==> config.mk <==
export PLATFORM = sky130hd
export DESIGN_NAME = bprm_port
export DESIGN_NICKNAME = d
export VERILOG_FILES = /design/src/hw/bprm_pkg.sv /design/src/hw/bprm_pin_sync.sv /design/src/hw/bprm_port.sv
export VERILOG_INCLUDE_DIRS = /design/src /design/src/hw
export SDC_FILE = /design/constraint.sdc
export NUM_CORES = 1
export LEC_CHECK = 0
export ABC_AREA = 1
export BUFFER_PORTS_ARGS = -buffer_cell sky130_fd_sc_hd__clkbuf_2
export CELL_PAD_IN_SITES_DETAIL_PLACEMENT = 0
export CELL_PAD_IN_SITES_GLOBAL_PLACEMENT = 1
export CORE_UTILIZATION = 40
export CTS_CLUSTER_DIAMETER = 40
export DETAILED_ROUTE_END_ITERATION = 12
export GPL_ROUTABILITY_DRIVEN = 0
export GPL_TIMING_DRIVEN = 0
export PLACE_DENSITY = 0.78
export SYNTH_ARGS = -nofsm -noshare
export SYNTH_HDL_FRONTEND = slang
export SYNTH_HIERARCHICAL = 1
export SYNTH_SLANG_ARGS = --single-unit
==> constraint.sdc <==
create_clock -name clk_in -period 1.9 [get_ports clk_in]
set_input_delay 0.475 -clock clk_in [delete_from_list [all_inputs] [get_ports clk_in]]
set_output_delay 0.475 -clock clk_in [all_outputs]
set_load 0.02 [all_outputs]
==> src/hw/bprm_params.svh <==
// Constants for the bidirectional port block: register offsets, field widths, resets.
// Assumes inclusion by the package and the design files by bare name.
`ifndef BPRM_PARAMS_SVH
`define BPRM_PARAMS_SVH
`define BPRM_W             8
// Port registers keep their word index; the bus byte address is four times it.
`define BPRM_IDX_SHIFT     2
`define BPRM_IDX_PORT_A    32'h0000_0005
`define BPRM_IDX_PORT_B    32'h0000_0006
`define BPRM_OFF_PORT_A    (`BPRM_IDX_PORT_A << `BPRM_IDX_SHIFT)
`define BPRM_OFF_PORT_B    (`BPRM_IDX_PORT_B << `BPRM_IDX_SHIFT)
`define BPRM_OFF_DIR_A     32'h0000_0020
`define BPRM_OFF_DIR_B     32'h0000_0024
`define BPRM_OFF_BITOP     32'h0000_0028
`define BPRM_DIR_RST       8'hFF
`define BPRM_LATCH_RST     8'h00
`define BPRM_BITOP_SET     3
`define BPRM_BITOP_CLR     4
`define BPRM_BITOP_PORT    5
`define BPRM_BITOP_SEL_HI  2
`define BPRM_ZERO32        32'h0000_0000
`define BPRM_SYNC_RST      3'h0
`endif

==> src/hw/bprm_pkg.sv <==
// Types shared by the bidirectional port block.
// Assumes bprm_params.svh is on the include path.
package bprm_pkg;
    `include "bprm_params.svh"
    typedef enum logic [1:0] {
        BPRM_IDLE = 2'b00,
        BPRM_DATA = 2'b01
    } bprm_state_t;
    typedef logic [`BPRM_W-1:0] bprm_byte_t;
endpackage

==> src/hw/bprm_pin_sync.sv <==
// Three-stage pin synchroniser with agreement filter for one port.
// Assumes pins are asynchronous to clk_in.
`timescale 1ns/100ps
`include "bprm_params.svh"
module bprm_pin_sync
    import bprm_pkg::*;
(
    input  wire logic             clk_in,
    input  wire logic             arst_n_in,
    input  wire logic [`BPRM_W-1:0] pin_in,
    output logic      [`BPRM_W-1:0] level_out
);
    genvar g;
    // ****************************************************************
    // Per-bit synchroniser
    // ****************************************************************
    // The first stage feeds only the second; a change is taken once stages two and three agree.
    generate
        for (g = 0; g < `BPRM_W; g = g + 1) begin : g_bit
            logic [2:0] sync_ff;
            logic [2:0] nxt_sync;
            logic       lvl_ff;
            logic       nxt_lvl;
            always_comb begin
                nxt_sync = {sync_ff[1:0], pin_in[g]};
                nxt_lvl  = (sync_ff[1] == sync_ff[2]) ? sync_ff[2] : lvl_ff;
            end
            always_ff @(posedge clk_in or negedge arst_n_in) begin
                if (!arst_n_in) begin
                    sync_ff <= `BPRM_SYNC_RST;
                    lvl_ff  <= 1'b0;
                end else begin
                    sync_ff <= nxt_sync;
                    lvl_ff  <= nxt_lvl;
                end
            end
            assign level_out[g] = lvl_ff;
        end
    endgenerate
endmodule // bprm_pin_sync

==> src/hw/bprm_port.sv <==
// Two eight-bit bidirectional ports with latches, direction bits and a bit-op helper.
// Assumes an AHB-Lite master with single word transfers and one clock at 125 MHz.
//
// Local design decision: the AHB-Lite slave port.
`timescale 1ns/100ps
`include "bprm_params.svh"
// Summary of operation
// - A port data read returns the synchronised pin levels, not the latch.
// - A port data write loads the output latch that drives output pins.
// - A bit-op write acts as read, modify, then whole-register write.
// - A bit set or clear reads all eight pins, changes one bit, writes all eight.
// - A latch loaded while its pin was an input keeps and later drives that value.
// - The latch updates at the end of the access; pins are sampled at its start.
module bprm_port
    import bprm_pkg::*;
(
    input  wire logic               clk_in,
    input  wire logic               arst_n_in,
    input  wire logic               hsel,
    input  wire logic [31:0]        haddr,
    input  wire logic [1:0]         htrans,
    input  wire logic               hwrite,
    input  wire logic [2:0]         hsize,
    input  wire logic [31:0]        hwdata,
    input  wire logic               hready,
    output logic      [31:0]        hrdata,
    output logic                    hreadyout,
    output logic                    hresp,
    input  wire logic [`BPRM_W-1:0] port_a_pin_in,
    input  wire logic [`BPRM_W-1:0] port_b_pin_in,
    output logic      [`BPRM_W-1:0] port_a_pin_out,
    output logic      [`BPRM_W-1:0] port_a_pin_oe_n_out,
    output logic      [`BPRM_W-1:0] port_b_pin_out,
    output logic      [`BPRM_W-1:0] port_b_pin_oe_n_out
);
    bprm_state_t state_ff;
    bprm_state_t nxt_state;
    logic [31:0] addr_ff;
    logic [31:0] nxt_addr;
    logic        wr_ff;
    logic        nxt_wr;
    bprm_byte_t  lat_a_ff;
    bprm_byte_t  lat_b_ff;
    bprm_byte_t  dir_a_ff;
    bprm_byte_t  dir_b_ff;
    bprm_byte_t  nxt_lat_a;
    bprm_byte_t  nxt_lat_b;
    bprm_byte_t  nxt_dir_a;
    bprm_byte_t  nxt_dir_b;
    bprm_byte_t  samp_a_ff;
    bprm_byte_t  samp_b_ff;
    bprm_byte_t  lvl_a;
    bprm_byte_t  lvl_b;
    bprm_byte_t  lvl_a_mux;
    bprm_byte_t  lvl_b_mux;
    logic [31:0] rdata_ff;
    logic [31:0] nxt_rdata;
    bprm_byte_t  rmw_val;
    bprm_byte_t  bit_mask;
    logic        take;

    bprm_pin_sync u_sync_a (
        .clk_in    (clk_in),
        .arst_n_in (arst_n_in),
        .pin_in    (port_a_pin_in),
        .level_out (lvl_a)
    );
    bprm_pin_sync u_sync_b (
        .clk_in    (clk_in),
        .arst_n_in (arst_n_in),
        .pin_in    (port_b_pin_in),
        .level_out (lvl_b)
    );

    // ****************************************************************
    // Bus slave
    // ****************************************************************
    // Zero wait states; every transfer answers OKAY, unmapped reads give zero.
    assign hreadyout = 1'b1;
    assign hresp     = 1'b0;
    assign hrdata    = rdata_ff;
    assign take      = hsel && hready && htrans[1];
    assign lvl_a_mux = lvl_a;
    assign lvl_b_mux = lvl_b;
    assign bit_mask  = bprm_byte_t'(8'h01 << hwdata[`BPRM_BITOP_SEL_HI:0]);

    always_comb begin
        nxt_state = take ? BPRM_DATA : BPRM_IDLE;
        nxt_addr  = take ? haddr : addr_ff;
        nxt_wr    = take && hwrite;
        nxt_rdata = rdata_ff;
        nxt_lat_a = lat_a_ff;
        nxt_lat_b = lat_b_ff;
        nxt_dir_a = dir_a_ff;
        nxt_dir_b = dir_b_ff;
        rmw_val   = `BPRM_LATCH_RST;
        if (take && !hwrite) begin
            unique case (haddr)
                `BPRM_OFF_PORT_A: nxt_rdata = {24'h000000, lvl_a_mux};
                `BPRM_OFF_PORT_B: nxt_rdata = {24'h000000, lvl_b_mux};
                `BPRM_OFF_DIR_A:  nxt_rdata = {24'h000000, dir_a_ff};
                `BPRM_OFF_DIR_B:  nxt_rdata = {24'h000000, dir_b_ff};
                default:          nxt_rdata = `BPRM_ZERO32;
            endcase
        end
        if (state_ff == BPRM_DATA && wr_ff) begin
            unique case (addr_ff)
                `BPRM_OFF_PORT_A: nxt_lat_a = hwdata[`BPRM_W-1:0];
                `BPRM_OFF_PORT_B: nxt_lat_b = hwdata[`BPRM_W-1:0];
                `BPRM_OFF_DIR_A:  nxt_dir_a = hwdata[`BPRM_W-1:0];
                `BPRM_OFF_DIR_B:  nxt_dir_b = hwdata[`BPRM_W-1:0];
                `BPRM_OFF_BITOP: begin
                    rmw_val = hwdata[`BPRM_BITOP_PORT] ? samp_b_ff : samp_a_ff;
                    if (hwdata[`BPRM_BITOP_SET]) begin
                        rmw_val = rmw_val | bit_mask;
                    end else if (hwdata[`BPRM_BITOP_CLR]) begin
                        rmw_val = rmw_val & ~bit_mask;
                    end
                    if (hwdata[`BPRM_BITOP_PORT]) begin
                        nxt_lat_b = rmw_val;
                    end else begin
                        nxt_lat_a = rmw_val;
                    end
                end
                default: begin
                end
            endcase
        end
    end

    // ****************************************************************
    // Registers
    // ****************************************************************
    // Pin levels are registered every cycle, so the bit operation in the data phase uses start-of-access pins.
    always_ff @(posedge clk_in or negedge arst_n_in) begin
        if (!arst_n_in) begin
            state_ff  <= BPRM_IDLE;
            addr_ff   <= `BPRM_ZERO32;
            wr_ff     <= 1'b0;
            rdata_ff  <= `BPRM_ZERO32;
            lat_a_ff  <= `BPRM_LATCH_RST;
            lat_b_ff  <= `BPRM_LATCH_RST;
            dir_a_ff  <= `BPRM_DIR_RST;
            dir_b_ff  <= `BPRM_DIR_RST;
            samp_a_ff <= `BPRM_LATCH_RST;
            samp_b_ff <= `BPRM_LATCH_RST;
        end else begin
            state_ff  <= nxt_state;
            addr_ff   <= nxt_addr;
            wr_ff     <= nxt_wr;
            rdata_ff  <= nxt_rdata;
            lat_a_ff  <= nxt_lat_a;
            lat_b_ff  <= nxt_lat_b;
            dir_a_ff  <= nxt_dir_a;
            dir_b_ff  <= nxt_dir_b;
            samp_a_ff <= lvl_a;
            samp_b_ff <= lvl_b;
        end
    end

    // ****************************************************************
    // Pin drivers
    // ****************************************************************
    // direction gates driver
    assign port_a_pin_out      = lat_a_ff;
    assign port_b_pin_out      = lat_b_ff;
    assign port_a_pin_oe_n_out = dir_a_ff;
    assign port_b_pin_oe_n_out = dir_b_ff;

    // ****************************************************************
    // Checks
    // ****************************************************************
    AST_READ_PINS: assert property (@(posedge clk_in) disable iff (!arst_n_in)
        take && !hwrite && haddr == `BPRM_OFF_PORT_A |=> hrdata == {24'h000000, $past(lvl_a)})
        else $error("Port A read did not return pin levels.");
    AST_READ_PINS_B: assert property (@(posedge clk_in) disable iff (!arst_n_in)
        take && !hwrite && haddr == `BPRM_OFF_PORT_B |=> hrdata == {24'h000000, $past(lvl_b)})
        else $error("Port B read did not return pin levels.");
    AST_WRITE_LATCH: assert property (@(posedge clk_in) disable iff (!arst_n_in)
        state_ff == BPRM_DATA && wr_ff && addr_ff == `BPRM_OFF_PORT_B
        |=> lat_b_ff == $past(hwdata[`BPRM_W-1:0]))
        else $error("Port B write did not load the latch.");
    AST_RMW_WHOLE: assert property (@(posedge clk_in) disable iff (!arst_n_in)
        state_ff == BPRM_DATA && wr_ff && addr_ff == `BPRM_OFF_BITOP
        && !hwdata[`BPRM_BITOP_PORT] && !hwdata[`BPRM_BITOP_SET] && !hwdata[`BPRM_BITOP_CLR]
        |=> lat_a_ff == $past(samp_a_ff))
        else $error("Bit operation did not write back the whole sampled byte.");
    AST_BIT_SET: assert property (@(posedge clk_in) disable iff (!arst_n_in)
        state_ff == BPRM_DATA && wr_ff && addr_ff == `BPRM_OFF_BITOP
        && hwdata[`BPRM_BITOP_PORT] && hwdata[`BPRM_BITOP_SET]
        |=> lat_b_ff == ($past(samp_b_ff) | (8'h01 << $past(hwdata[`BPRM_BITOP_SEL_HI:0]))))
        else $error("Bit set did not merge pin levels with the chosen bit.");
    AST_BIT_CLR: assert property (@(posedge clk_in) disable iff (!arst_n_in)
        state_ff == BPRM_DATA && wr_ff && addr_ff == `BPRM_OFF_BITOP
        && !hwdata[`BPRM_BITOP_PORT] && !hwdata[`BPRM_BITOP_SET] && hwdata[`BPRM_BITOP_CLR]
        |=> lat_a_ff == ($past(samp_a_ff) & ~(8'h01 << $past(hwdata[`BPRM_BITOP_SEL_HI:0]))))
        else $error("Bit clear did not merge pin levels with the chosen bit.");
    AST_HOLD_LATCH: assert property (@(posedge clk_in) disable iff (!arst_n_in)
        !(state_ff == BPRM_DATA && wr_ff) |=> $stable(lat_a_ff) && $stable(lat_b_ff))
        else $error("Latch changed without a write.");
    AST_WRITE_END: assert property (@(posedge clk_in) disable iff (!arst_n_in)
        take && hwrite && !(state_ff == BPRM_DATA && wr_ff)
        |=> $stable(lat_a_ff) && $stable(lat_b_ff))
        else $error("Latch changed during the address phase.");
    AST_DIR_DRIVE: assert property (@(posedge clk_in) disable iff (!arst_n_in)
        state_ff == BPRM_DATA && wr_ff && addr_ff == `BPRM_OFF_DIR_B
        |=> port_b_pin_oe_n_out == $past(hwdata[`BPRM_W-1:0]))
        else $error("Port B driver enable does not follow the direction write.");
    AST_DIR_DRIVE_A: assert property (@(posedge clk_in) disable iff (!arst_n_in)
        state_ff == BPRM_DATA && wr_ff && addr_ff == `BPRM_OFF_DIR_A
        |=> port_a_pin_oe_n_out == $past(hwdata[`BPRM_W-1:0]))
        else $error("Port A driver enable does not follow the direction write.");
    AST_OKAY: assert property (@(posedge clk_in) disable iff (!arst_n_in)
        take |=> hreadyout && !hresp)
        else $error("Bus answer was not a zero-wait OKAY.");
endmodule // bprm_port

**Word-level counts from Yosys, hierarchy flattened**

Index checks and enable logic that the tools add are counted.

- Output and inout port bits: 66
- Flip-flop bits (word level): 178
- Bits of input ports: 90

- Equal/unequal tests: 28
- Bitwise operators: 3
- Muxes and demuxes: 9
- Reduce and logical (&&, ||, !) cells: 12
- Shift-type cells: 1

Operators with widths:

| cell | number |
|---|---|
| 32-bit by 6-bit equality test with 1-bit output (second input constant) | 5 |
| 32-bit by 5-bit equality test with 1-bit output (second input constant) | 4 |
| 8-bit 2-to-1 mux | 5 |
| 8-bit case mux with 2 select lines | 2 |
| 8-bit case mux with 4 select lines | 1 |
| 1-bit equality test | 16 |
| 8-bit bitwise AND | 1 |
| 8-bit NOT | 1 |
| 8-bit bitwise OR | 1 |
| 1-bit by 3-bit << shifter with 8-bit output (first input constant) | 1 |
| 3-bit AND reduction | 2 |
| 1-bit logical AND | 5 |
| 2-bit != test (second input constant) | 2 |
| 2-bit AND reduction | 2 |
| 2-bit nonzero test | 2 |
| 1-bit equality test (second input constant) | 1 |
| 1-bit logical NOT | 1 |
| 1-bit 2-to-1 mux | 1 |

**Depth between registers and ports, before layout**

Gate-level depths: netlist of run 1.

- Depth after elaboration: 7
- Mapped depth: 11
- Mapped depth without buffers: 10

**Modules after synthesis**

The synthesis of run 1 kept the hierarchy.

By module, submodules not included:

| module | seq. area each (µm²) | instances | area an instance (µm²) | cells each |
|---|---|---|---|---|
| bprm_port | 2272.2 | 1 | 4476.8 | 556 |
| bprm_pin_sync | 800.8 | 2 | 991.0 | 72 |

**Worst setup path after synthesis of run 1**

Ideal clock, no wire load.

- Path type: register -> register
- From: register addr_ff[15]
- To: register lat_b_ff[0], in the netlist port_b_pin_out[0]
- Arrival: 1.352 ns
- Setup time: 0.118 ns
- Setup slack: 0.431 ns
- Path buffers: 0
- Cell stages (with the launch flop): 9
- Cell sequence: dfrtp_1 nor2_1 nand2_1 nor2_8 nand3_2 o21ai_4 nand3b_2 nand2_1 nand2_1

- Longest elaborated chain between the ends: 3
- Elaborated cells between the ends (all ways): 6

Ends and longest elaborated chain:

| item | RTL line | RTL |
|---|---|---|
| from (decl) | bprm_port.sv:38 | `logic [31:0] addr_ff;` |
| from (signal assigned) | bprm_port.sv:138 | `` addr_ff <= `BPRM_ZERO32; `` |
| from (signal assigned) | bprm_port.sv:149 | `addr_ff <= nxt_addr;` |
| 32-bit by 6-bit equality test with 1-bit output or 32-bit by 5-bit equality test with 1-bit output (tied branches) | bprm_port.sv:107 | `unique case (addr_ff)` |
| 2-bit != test (no source line) or 2-bit nonzero test (tied branches) | n/a |  |
| 3-bit AND reduction (no source line) | n/a |  |
| to (signal assigned) | bprm_port.sv:142 | `` lat_b_ff <= `BPRM_LATCH_RST; `` |
| to (signal assigned) | bprm_port.sv:153 | `lat_b_ff <= nxt_lat_b;` |
| to (decl) | bprm_port.sv:43 | `bprm_byte_t lat_b_ff;` |

Several ways; a longest one is shown, not always the timed one.
A chain may end at the register's enable or synchronous reset.

**Worst setup path after layout of run 1**

Same ends and word-level chain as after synthesis.

==> results of run 1 <==
-- per-stage QoR --
step / setup WS, ps / cell area, um2 / total power [W] / setup TNS, ps / util (%)
4_1_cts: 173 / 7920 / 0.00754 / 0 / 50.0
6_report: 208 / 7920 / 0.00745 / 0 / 50.0
3_3_place_gp: -2310 / 7320 / 0.00435 / -339170 / 46.2
3_5_place_dp: -177 / 7360 / 0.00437 / -1290 / 46.5
2_1_floorplan: 431 / 6550 / 0.00412 / 0 / -
5_1_grt: 11.9 / 7920 / 0.00780 / 0 / 50.0
-- synth_stat cells --
cell      instances  area, um2
clkbuf_1          6       22.5
nand2_2           5       31.3
dfstp_2          16        420
o21ai_2           2       17.5
nand4_2           2       25.0
conb_1            2       7.51
a21oi_1          16       80.1
clkinv_1          1       3.75
buf_2             7       35.0
nor2_4            2       22.5
a21oi_2           1       8.76
nor2_8            2       40.0
o21ai_4           1       16.3
inv_1            54        203
nor2_2            1       6.26
buf_12            1       20.0
nand3_2           3       30.0
nand4_1           2       12.5
nor3_1            2       10.0
o21ai_0          48        240
nand3b_2          1       11.3
inv_2             1       3.75
nand2_1         207        777
nand3_1          58        290
buf_4            43        323
nor2_1           54        203
dfrtp_1         138       3450
nand2_4           4       45.0
o21ai_1          20        100
-- worst max-delay path by stage --
stage / start / to / slack [ps]
2_1_floorplan: addr_ff[15]$_DFFE_PN0P_ / port_b_pin_out[0]$_DFFE_PN0P_ / 430
3_3_place_gp: arst_n_in / u_sync_b/g_bit[7].sync_ff[0]$_DFF_PN0_ / -2310
3_5_place_dp: haddr[8] / hrdata[1]$_DFFE_PN0P_ / -180
4_1_cts: addr_ff[29]$_DFFE_PN0P_ / port_b_pin_oe_n_out[1]$_DFFE_PN1P_ / 170
5_1_grt: addr_ff[27]$_DFFE_PN0P_ / port_b_pin_oe_n_out[1]$_DFFE_PN1P_ / 10
6_report: addr_ff[15]$_DFFE_PN0P_ / port_b_pin_out[0]$_DFFE_PN0P_ / 210
-- critical path: stages (launching register included) --
cell and delay, ps:
dfrtp_1 380, nor2_1 120, nand2_1 140, nor2_8 190, nand3_2 110, o21ai_4 250, nand3b_2 220, nand2_1 120
nand2_1 50
-- state kept, by name, summed over array words and instances, names as in the netlist --
name	count
port_a_pin_out	8
port_a_pin_oe_n_out	8
state_ff	1
u_sync_a/g_bit.sync_ff	24
wr_ff	1
samp_a_ff	8
samp_b_ff	8
addr_ff	32
u_sync_a/g_bit.lvl_ff	8
u_sync_b/g_bit.lvl_ff	8
port_b_pin_out	8
hrdata	8
port_b_pin_oe_n_out	8
u_sync_b/g_bit.sync_ff	24
-- where the power goes --
part	total [W]	switching, W	internal (W)
registers	0.00363	0.000120	0.00351
clock network	0.00315	0.00142	0.00174
logic	0.000669	0.000397	0.000271
-- kinds of logic after synthesis --
kind of cell	after synthesis	synth area share, %
flops	154	60.0
buf+inv	113	9.45
compound gates	88	7.17
other cells	2	0.116
simple gates	343	23.3
-- area by class of cell --
| class | instances | share of cell area [%] |
|---|---|---|
| multi-input cells | 457 | 26.1 |
| clock inverters | 14 | 1.44 |
| plain buffers | 57 | 5.06 |
| clock buffers | 18 | 5.55 |
| well taps | 216 | 3.41 |
| flip-flops and latches | 154 | 48.9 |
| repair buffers | 102 | 6.90 |
| inverters | 56 | 2.65 |
-- layer usage --
| layer | share of wire (%) | track usage [%] | vias to the layer above |
|---|---|---|---|
| met3 | 4.9 | 5.53 | 14 |
| met4 | 1.3 | 6.44 | 0 |
| li1 | - | - | 2452 |
| met1 | 46 | 23.0 | 2161 |
| met2 | 47 | 29.0 | 112 |
| met5 | 0 | 0 | - |
-- what timing repair did --
action                                 CTS  global route
endpoints found under the hold margin   37             0
buffers inserted                         0             0
hold buffers                             1             0
==> metrics.yaml, run 1 <==
status: "finished clean"
timing.rr.start: "addr_ff[15]$_DFFE_PN0P_"
antenna_cells: 0
stdcell_count: 1074
seq_area_frac_synth_pct: 60.0
clk_latency_ps: 430
worst_slew_pin_slew_ps: 823
num_vias: 4739
cp_data_arrival_time_ps: 2000
rsz0062_at_grt: "false"
netlist_area_um2: 6460
layout-drive-gt1-share_pct: 26.2
antenna_found_initial: 0
worstSetupPathType: "reg2reg"
row_count: 46
peakVddDrop_mv: 0.632
worstHoldEndpoint: "u_sync_b/g_bit[6].sync_ff[0]$_DFF_PN0_"
fin_nets: 935
dieArea_um2: 16700
drc: 0
endpoint_kind: "register"
max_freq_mhz: 591
setup_viol: 0
leakagePower_nw: 4.32
grt-ovfl-total: 0
slew_violations: 0
core_area_um2: 15800
drt-total-wl_mm: 13.6
nFillCells: 1530
reg2reg_to: "port_b_pin_out[0]$_DFFE_PN0P_"
clock-sinks: 154
register_area_um2: 3870
numCtsBuffers: 17
area.growth.synth_to_final_pct: 22.6
final_common_cell: "nand2_1"
path_clk_slew_ps: 70
start_util_pct: 40.8
reg2regPathDepth: 8
cap_violations: 0
required_ps: 2210
dpl.hpwl_mm: 9.69
ys_ff_latch: 154
portBuffers: 100
grt_pass1_vias: 4493
num_io_pins: 156
hold_viol: 0
wire_per_inst_um: 12.7
cts_resized: 0
mostFrequentLayoutCells: "207 x nand2_1, 138 x dfrtp_1, 99 x clkbuf_2, 58 x nand3_1"
grt_pass1_wl_mm: 22.3
cts_tree: "yes"
worstPathMaxFanout: 9
ant_nets: 0
grt_max_degree: 118
min_path_type: "in2reg"
vias_per_cell: 4.41
multi_input_area_um2: 2060
worstHoldStart: "port_b_pin_in[6]"
fin_crit_sh_pct: 89.0
power_density_nw_per_um2: 941
synth_cells: 700
dp_cells: 1041
fin_crit_ps: 1690
skew_ps: 14.0
cts_max_path_buffers: 2
hold_depth: 1
syn_avg_cell_area_um2: 9.23
yosysUniqueCellTypes: 29
grt.total_usage_pct: 18.0
cts-root-buf: "clkbuf_16"
r2r_setup_slack_ps: 210
yosys_warnings: 6
drtPass1Iterations: 4
whs_ps: 145
die_w_um: 129
detail_route.iter0.violations: 265
relSlewSlack_pct: 44.9
start_kind: "register"
chipHeight_um: 129
h-tree-depth: 4
(Power assumes the default switching activity.)
==> run 2: changes to the inputs <==
--- a/config.mk
+++ b/config.mk
@@ -6,11 +6,12 @@
 export SDC_FILE = /design/constraint.sdc
 export NUM_CORES = 1
 export LEC_CHECK = 0
-export ABC_AREA = 1
+export ABC_AREA = 0
 export BUFFER_PORTS_ARGS = -buffer_cell sky130_fd_sc_hd__clkbuf_2
+export CAP_MARGIN = 25
 export CELL_PAD_IN_SITES_DETAIL_PLACEMENT = 0
 export CELL_PAD_IN_SITES_GLOBAL_PLACEMENT = 1
-export CORE_UTILIZATION = 40
+export CORE_UTILIZATION = 42
 export CTS_CLUSTER_DIAMETER = 40
 export DETAILED_ROUTE_END_ITERATION = 12
 export GPL_ROUTABILITY_DRIVEN = 0
==> run 2 against run 1 <==
Effect of this change:
- the run now ends with negative setup slack left
- clock power up 15%
- setup slack got worse by 760 ps
- critical path type unchanged
- critical path depth is 2 lower
==> metrics.yaml, run 2 <==
chipHeight_um: 122
worst_path_dominant_cell_family: "simple AND/OR/NAND/NOR gates"
mostFrequentLayoutCells: "138 x dfrtp_1, 98 x clkbuf_2, 49 x buf_4, 36 x mux2_4, 34 x mux2_2"
cts-root-buf: "clkbuf_16"
yosysUniqueCellTypes: 40
cp_data_arrival_time_ps: 2790
power.switching_w: 0.00188
grt_pass1_wl_mm: 19.8
combPwrFrac_pct: 9.0
syn_avg_cell_area_um2: 14.5
dp_cells: 720
numCtsBuffers: 17
dpl.hpwl_mm: 8.70
peakVddDrop_mv: 0.560
relSlewSlack_pct: 61.1
cts_tree: "yes"
grt.total_usage_pct: 17.9
ys_async_sr_fraction_pct: 100
drc: 0
start_util_pct: 43.2
hold_viol: 0
max_freq_mhz: 408
drt-total-wl_mm: 12.3
ant_nets: 0
drtPass1Iterations: 4
synth.area.top_cells: "dfrtp_1 57%, mux2_2 12%, dfstp_2 7.0%"
worstSetupPathType: "reg2reg"
critPathBufInv: 1
portBuffers: 99
cts_hold_buf: 0
cap_violations: 0
post-route-util_pct: 57.0
worst_slew_pin_slew_ps: 583
placed_area_um2: 6960
slew_violations: 0
endpoint_kind: "register"
worst_slack_ps: -552
largestRegisters: "addr_ff: 32 flops, u_sync_a/g_bit.sync_ff: 24 flops, u_sync_b/g_bit.sync_ff: 24 flops"
core_area_um2: 13900
worstPathMaxFanout: 8
worstPathCellList: "nor4_2 > nand4_1 > or3_4 > or4b_4 > buf_12 > mux2_4"
yosys.area.top_type: "dfrtp_1"
stdcell_count: 766
seq_power_share_pct: 46.3
row_count: 43
pwr-share-clk_pct: 44.7
synth.top_cell.area_share_pct: 57.3
synth_ff_type: "dfrtp_1"
cts_max_path_buffers: 2
detail_route.iter0.violations: 153
skew_ps: 7.76
largest_register_ffs: 32
grt-ovfl-total: 0
area.growth.synth_to_final_pct: 31.7
clock-sinks: 154
total_power_w: 0.00810
setup_tns_ps: -15240
grt_max_degree: 105
yosysMostFrequentCell: "dfrtp_1"
netlist_area_um2: 6030
wire_per_inst_um: 16.1
fin_crit_ps: 2450
register_area_um2: 3870
nFillCells: 1113
violations: "negative setup slack"
reg2reg_to: "port_b_pin_oe_n_out[7]$_DFFE_PN1P_"
r2r_setup_slack_ps: -550
grt_pass1_vias: 3826
num_vias: 3752
swShare_pct: 23.2
critPathMaxStageDelay_ps: 550
antenna_found_initial: 0
synth_common_cells: "138 x dfrtp_1, 62 x mux2_2, 43 x buf_4"
postLayoutCellArea_um2: 7940
die_w_um: 122
h-tree-depth: 4
synth_cells: 415
required_ps: 2240
synth_edf_count: 0
path_clk_slew_ps: 60
antenna_cells: 0
power_density_nw_per_um2: 1020
num_io_pins: 156
clk_latency_ps: 420
vias_per_cell: 4.90
yosys_warnings: 6
ys_ff_latch: 154
regMostFlops: "addr_ff"
fin_crit_sh_pct: 129
final_common_cell: "dfrtp_1"
multi_input_area_um2: 2090
timing.rr.start: "addr_ff[17]$_DFFE_PN0P_"
setup_viol: 32
rsz0062_at_grt: "true"
fin_nets: 663
cp_slowest_cell: "or4b_4"
start_kind: "register"
layout-drive-gt1-share_pct: 52.9
reg2regPathDepth: 6
p_int_w: 0.00622
dieArea_um2: 14800
status: "complete, but fails checks"
leakagePower_nw: 3.74
min_path_type: "in2async"
seq_area_frac_synth_pct: 64.3
[run 2: cell types whose count changed in the layout (fill, tap and decap cells not counted), moves of 34 or more]
| cell | before | now |
|---|---|---|
| nand2_1 | 207 | 15 |
| nand3_1 | 58 | 2 |
| nor2_1 | 54 | 2 |
| inv_1 | 54 | 5 |
| mux2_4 | 0 | 36 |
| mux2_2 | 0 | 34 |
| o21ai_0 | 48 | 14 |
[run 2: worst max path at each step]
stage                     cells after the start                    start                                      to  slack, ps
after global routing                          6  addr_ff[17]$_DFFE_PN0P_      port_b_pin_oe_n_out[3]$_DFFE_PN1P_       -590
after floorplan                               7  addr_ff[30]$_DFFE_PN0P_      port_b_pin_oe_n_out[0]$_DFFE_PN1P_       -400
final                                         6  addr_ff[17]$_DFFE_PN0P_      port_b_pin_oe_n_out[7]$_DFFE_PN1P_       -550
after detailed placement                      6  addr_ff[30]$_DFFE_PN0P_      port_a_pin_oe_n_out[6]$_DFFE_PN1P_       -980
after CTS                                     7  addr_ff[22]$_DFFE_PN0P_      port_b_pin_oe_n_out[3]$_DFFE_PN1P_       -500
after global placement                        1                arst_n_in  u_sync_a/g_bit[6].sync_ff[0]$_DFF_PN0_      -2060
[run 2: logic make-up after synthesis]
logic type | count (synthesis) | share of synthesized area, %
other | 2 | 0.125
adders and majority gates | 16 | 2.99
and+or+nand+nor | 69 | 7.04
DFF | 154 | 64.3
AOI/OAI and AO/OA | 43 | 5.17
muxes | 73 | 14.1
buffers and inverters | 58 | 6.31
[run 2: repair_timing]
| item | 4_1_cts | 5_1_grt |
|---|---|---|
| pin swaps | 7 | 5 |
| buffers inserted | 21 | 1 |
| gates resized for setup | 40 | 4 |
| endpoints found under the setup margin | 40 | 32 |
[run 2: layout make-up]
cell class                 count  area share [%]
clock inverter                13            2.58
multi-input combinational    227            26.4
tap                          180            2.84
timing repair buffer         117            8.98
inverter                       5           0.236
buffer                        51            4.60
sequential                   154            48.8
clock buffer                  19            5.58
[run 2: stage by stage]
stage	worst slack (ps)	hold WS (ps)
after floorplan	-397	179
after global routing	-589	28.0
final	-552	10.2
after detailed placement	-976	335
after CTS	-499	3.07
after global placement	-2060	331
[run 2: worst register-to-register path: stages (launching register included)]
cell and delay [ps]:
dfrtp_1 400, nor4_2 330, nand4_1 210, or3_4 420, or4b_4 550, buf_12 170, mux2_4 300
[run 2: layer usage]
layer	track usage [%]	up-vias	routed length [um]
met1	22.3	1873	5350
met3	5.90	20	840
met5	0	-	0
met2	27.9	116	5870
li1	-	1743	-
met4	8.87	0	268
[run 2: power by group through the flow]
stage / clock [W] / combinational, W / sequential, W
after global routing: 0.00385 / 0.000799 / 0.00378
after global placement: 0 / 0.000661 / 0.00375
after floorplan: 0 / 0.000434 / 0.00374
after CTS: 0.00371 / 0.000726 / 0.00374
final: 0.00362 / 0.000733 / 0.00375
after detailed placement: 0 / 0.000691 / 0.00377
==> run 3: changes to the inputs <==
--- a/config.mk
+++ b/config.mk
@@ -15,7 +15,6 @@
 export CTS_CLUSTER_DIAMETER = 40
 export DETAILED_ROUTE_END_ITERATION = 12
 export GPL_ROUTABILITY_DRIVEN = 0
-export GPL_TIMING_DRIVEN = 0
 export PLACE_DENSITY = 0.78
 export SYNTH_ARGS = -nofsm -noshare
 export SYNTH_HDL_FRONTEND = slang
==> run 3 against run 2 <==
Effect of this change:
- core utilization down 1.7 points
- largest cell class unchanged
- sequential power about the same
- clock skew down 1.5 ps
- global-route usage down 0.17 points
- sequential cell count unchanged
- sequential share of layout area up 1.5 points
- clock power down 12%
- register-to-register slack better by 120 ps
- die area unchanged
- highest routed layer unchanged
- combinational power down 4.8%
- first-iteration DRC count up 18%
- largest power group unchanged
- the run still ends with negative setup slack left
- via count down 1.9%
==> metrics.yaml, run 3 (synthesized netlist as in run 2, its figures left out) <==
num_vias: 3680
cts_tree: "yes"
mostFrequentLayoutCells: "138 x dfrtp_1, 100 x clkbuf_2, 37 x mux2_2, 37 x buf_4, 33 x mux2_4"
layout-drive-gt1-share_pct: 52.3
fin_nets: 645
wire_per_inst_um: 16.1
grt_pass1_wl_mm: 19.5
r2r_setup_slack_ps: -430
nFillCells: 1111
clk_latency_ps: 410
largestRegisters: "addr_ff: 32 flops, u_sync_a/g_bit.sync_ff: 24 flops, u_sync_b/g_bit.sync_ff: 24 flops"
placed_area_um2: 6980
violations: "negative setup slack"
area.growth.synth_to_final_pct: 27.8
postLayoutCellArea_um2: 7700
core_area_um2: 13900
final_common_cell: "dfrtp_1"
required_ps: 2240
peakVddDrop_mv: 0.545
cp_data_arrival_time_ps: 2670
cap_violations: 0
detail_route.iter0.violations: 180
drc: 0
rsz0062_at_grt: "true"
fin_crit_ps: 2330
endpoint_kind: "register"
crit_end: "port_b_pin_oe_n_out[6]$_DFFE_PN1P_"
ant_nets: 0
drt-total-wl_mm: 12.0
dpl.hpwl_mm: 8.80
clock-sinks: 154
grt_pass1_vias: 3734
regMostFlops: "addr_ff"
start_util_pct: 43.2
portBuffers: 101
vias_per_cell: 4.92
hold_depth: 1
worst_slack_ps: -429
start_kind: "register"
num_io_pins: 156
grt.total_usage_pct: 17.7
skew_ps: 6.28
die_w_um: 122
worstSetupPathType: "reg2reg"
largest_register_ffs: 32
antenna_found_initial: 0
cp-startpoint: "addr_ff[17]$_DFFE_PN0P_"
power_density_nw_per_um2: 987
numCtsBuffers: 17
setup_viol: 32
highest_layer: "met4"
wl_met2_mm: 5.67
h-tree-depth: 4
min_path_type: "in2reg"
cts_max_path_buffers: 2
timing.rr.start: "addr_ff[17]$_DFFE_PN0P_"
fin_crit_sh_pct: 123
path_clk_slew_ps: 60
status: "complete, but fails checks"
cts-root-buf: "clkbuf_16"
reg2reg_to: "port_b_pin_oe_n_out[6]$_DFFE_PN1P_"
worstPathMaxFanout: 8
whs_ps: 163
grt-ovfl-total: 0
dpl_worst_slack_ps: -509
row_count: 43
leakagePower_nw: 3.60
hold_viol: 0
drtPass1Iterations: 5
slew_violations: 0
setup_tns_ps: -10230
grt_max_degree: 39
max_freq_mhz: 429
wl_met1_mm: 5.51
met3WireLength_um: 722
reg2regPathDepth: 6
antenna_cells: 0
dieArea_um2: 14800
chipHeight_um: 122
[run 3: worst max-delay path, cell delays in order, from the launching register on]
cell     delay [ps]
dfrtp_1         380
nor4_2          290
nand4_1         190
or3_4           420
or4b_4          510
buf_12          170
mux2_4          300
[run 3: report_power, final]
| part | leakage, nW | switching, W | total (W) | internal (W) |
|---|---|---|---|---|
| sequential | 1.83 | 0.000166 | 0.00373 | 0.00356 |
| combinational | 1.50 | 0.000343 | 0.000698 | 0.000356 |
| clock | 0.274 | 0.00125 | 0.00318 | 0.00193 |
| total | 3.60 | 0.00176 | 0.00760 | 0.00584 |
[run 3: metal layers]
layer	up-vias	GRT usage, %
met4	0	6.40
met1	1859	23.7
met2	93	26.9
met5	-	0
met3	9	5.85
li1	1719	-
[run 3: what timing repair did]
action                     CTS  global route
buffers inserted             1             2
hold endpoints to repair    24             0
cloned                       0             0
hold buffers                 1             0
resized for setup           14            18
pin swaps                    3             6
setup endpoints to repair   32            32
[run 3: final cells by class]
class | count | area (um2) | area share [%]
flip-flops and latches | 154 | 3870 | 50.3
multi-input cells | 227 | 2040 | 26.4
repair buffers | 150 | 985 | 12.8
clock buffers | 20 | 437 | 5.67
well taps | 180 | 225 | 2.92
clock inverters | 12 | 126 | 1.64
inverters | 5 | 18.8 | 0.244
[run 3: per-stage QoR]
step,cells,power [W],util (%)
global route,748,0.00792,55.3
floorplan,439,0.00418,-
global placement,714,0.00440,50.1
CTS,748,0.00768,54.7
detailed placement,714,0.00444,50.1
finish,748,0.00760,55.3
[run 3: how the worst min path moves through the flow]
stage                                                 from  slack (ps)                                     end
detailed placement  u_sync_a/g_bit[1].sync_ff[0]$_DFF_PN0_         330  u_sync_a/g_bit[1].sync_ff[1]$_DFF_PN0_
CTS                                       port_b_pin_in[7]         140  u_sync_b/g_bit[7].sync_ff[0]$_DFF_PN0_
floorplan                                        arst_n_in         180                  addr_ff[0]$_DFFE_PN0P_
global route                              port_a_pin_in[0]         140  u_sync_a/g_bit[0].sync_ff[0]$_DFF_PN0_
global placement    u_sync_b/g_bit[1].sync_ff[0]$_DFF_PN0_         330  u_sync_b/g_bit[1].sync_ff[1]$_DFF_PN0_
finish                                    port_a_pin_in[4]         160  u_sync_a/g_bit[4].sync_ff[0]$_DFF_PN0_
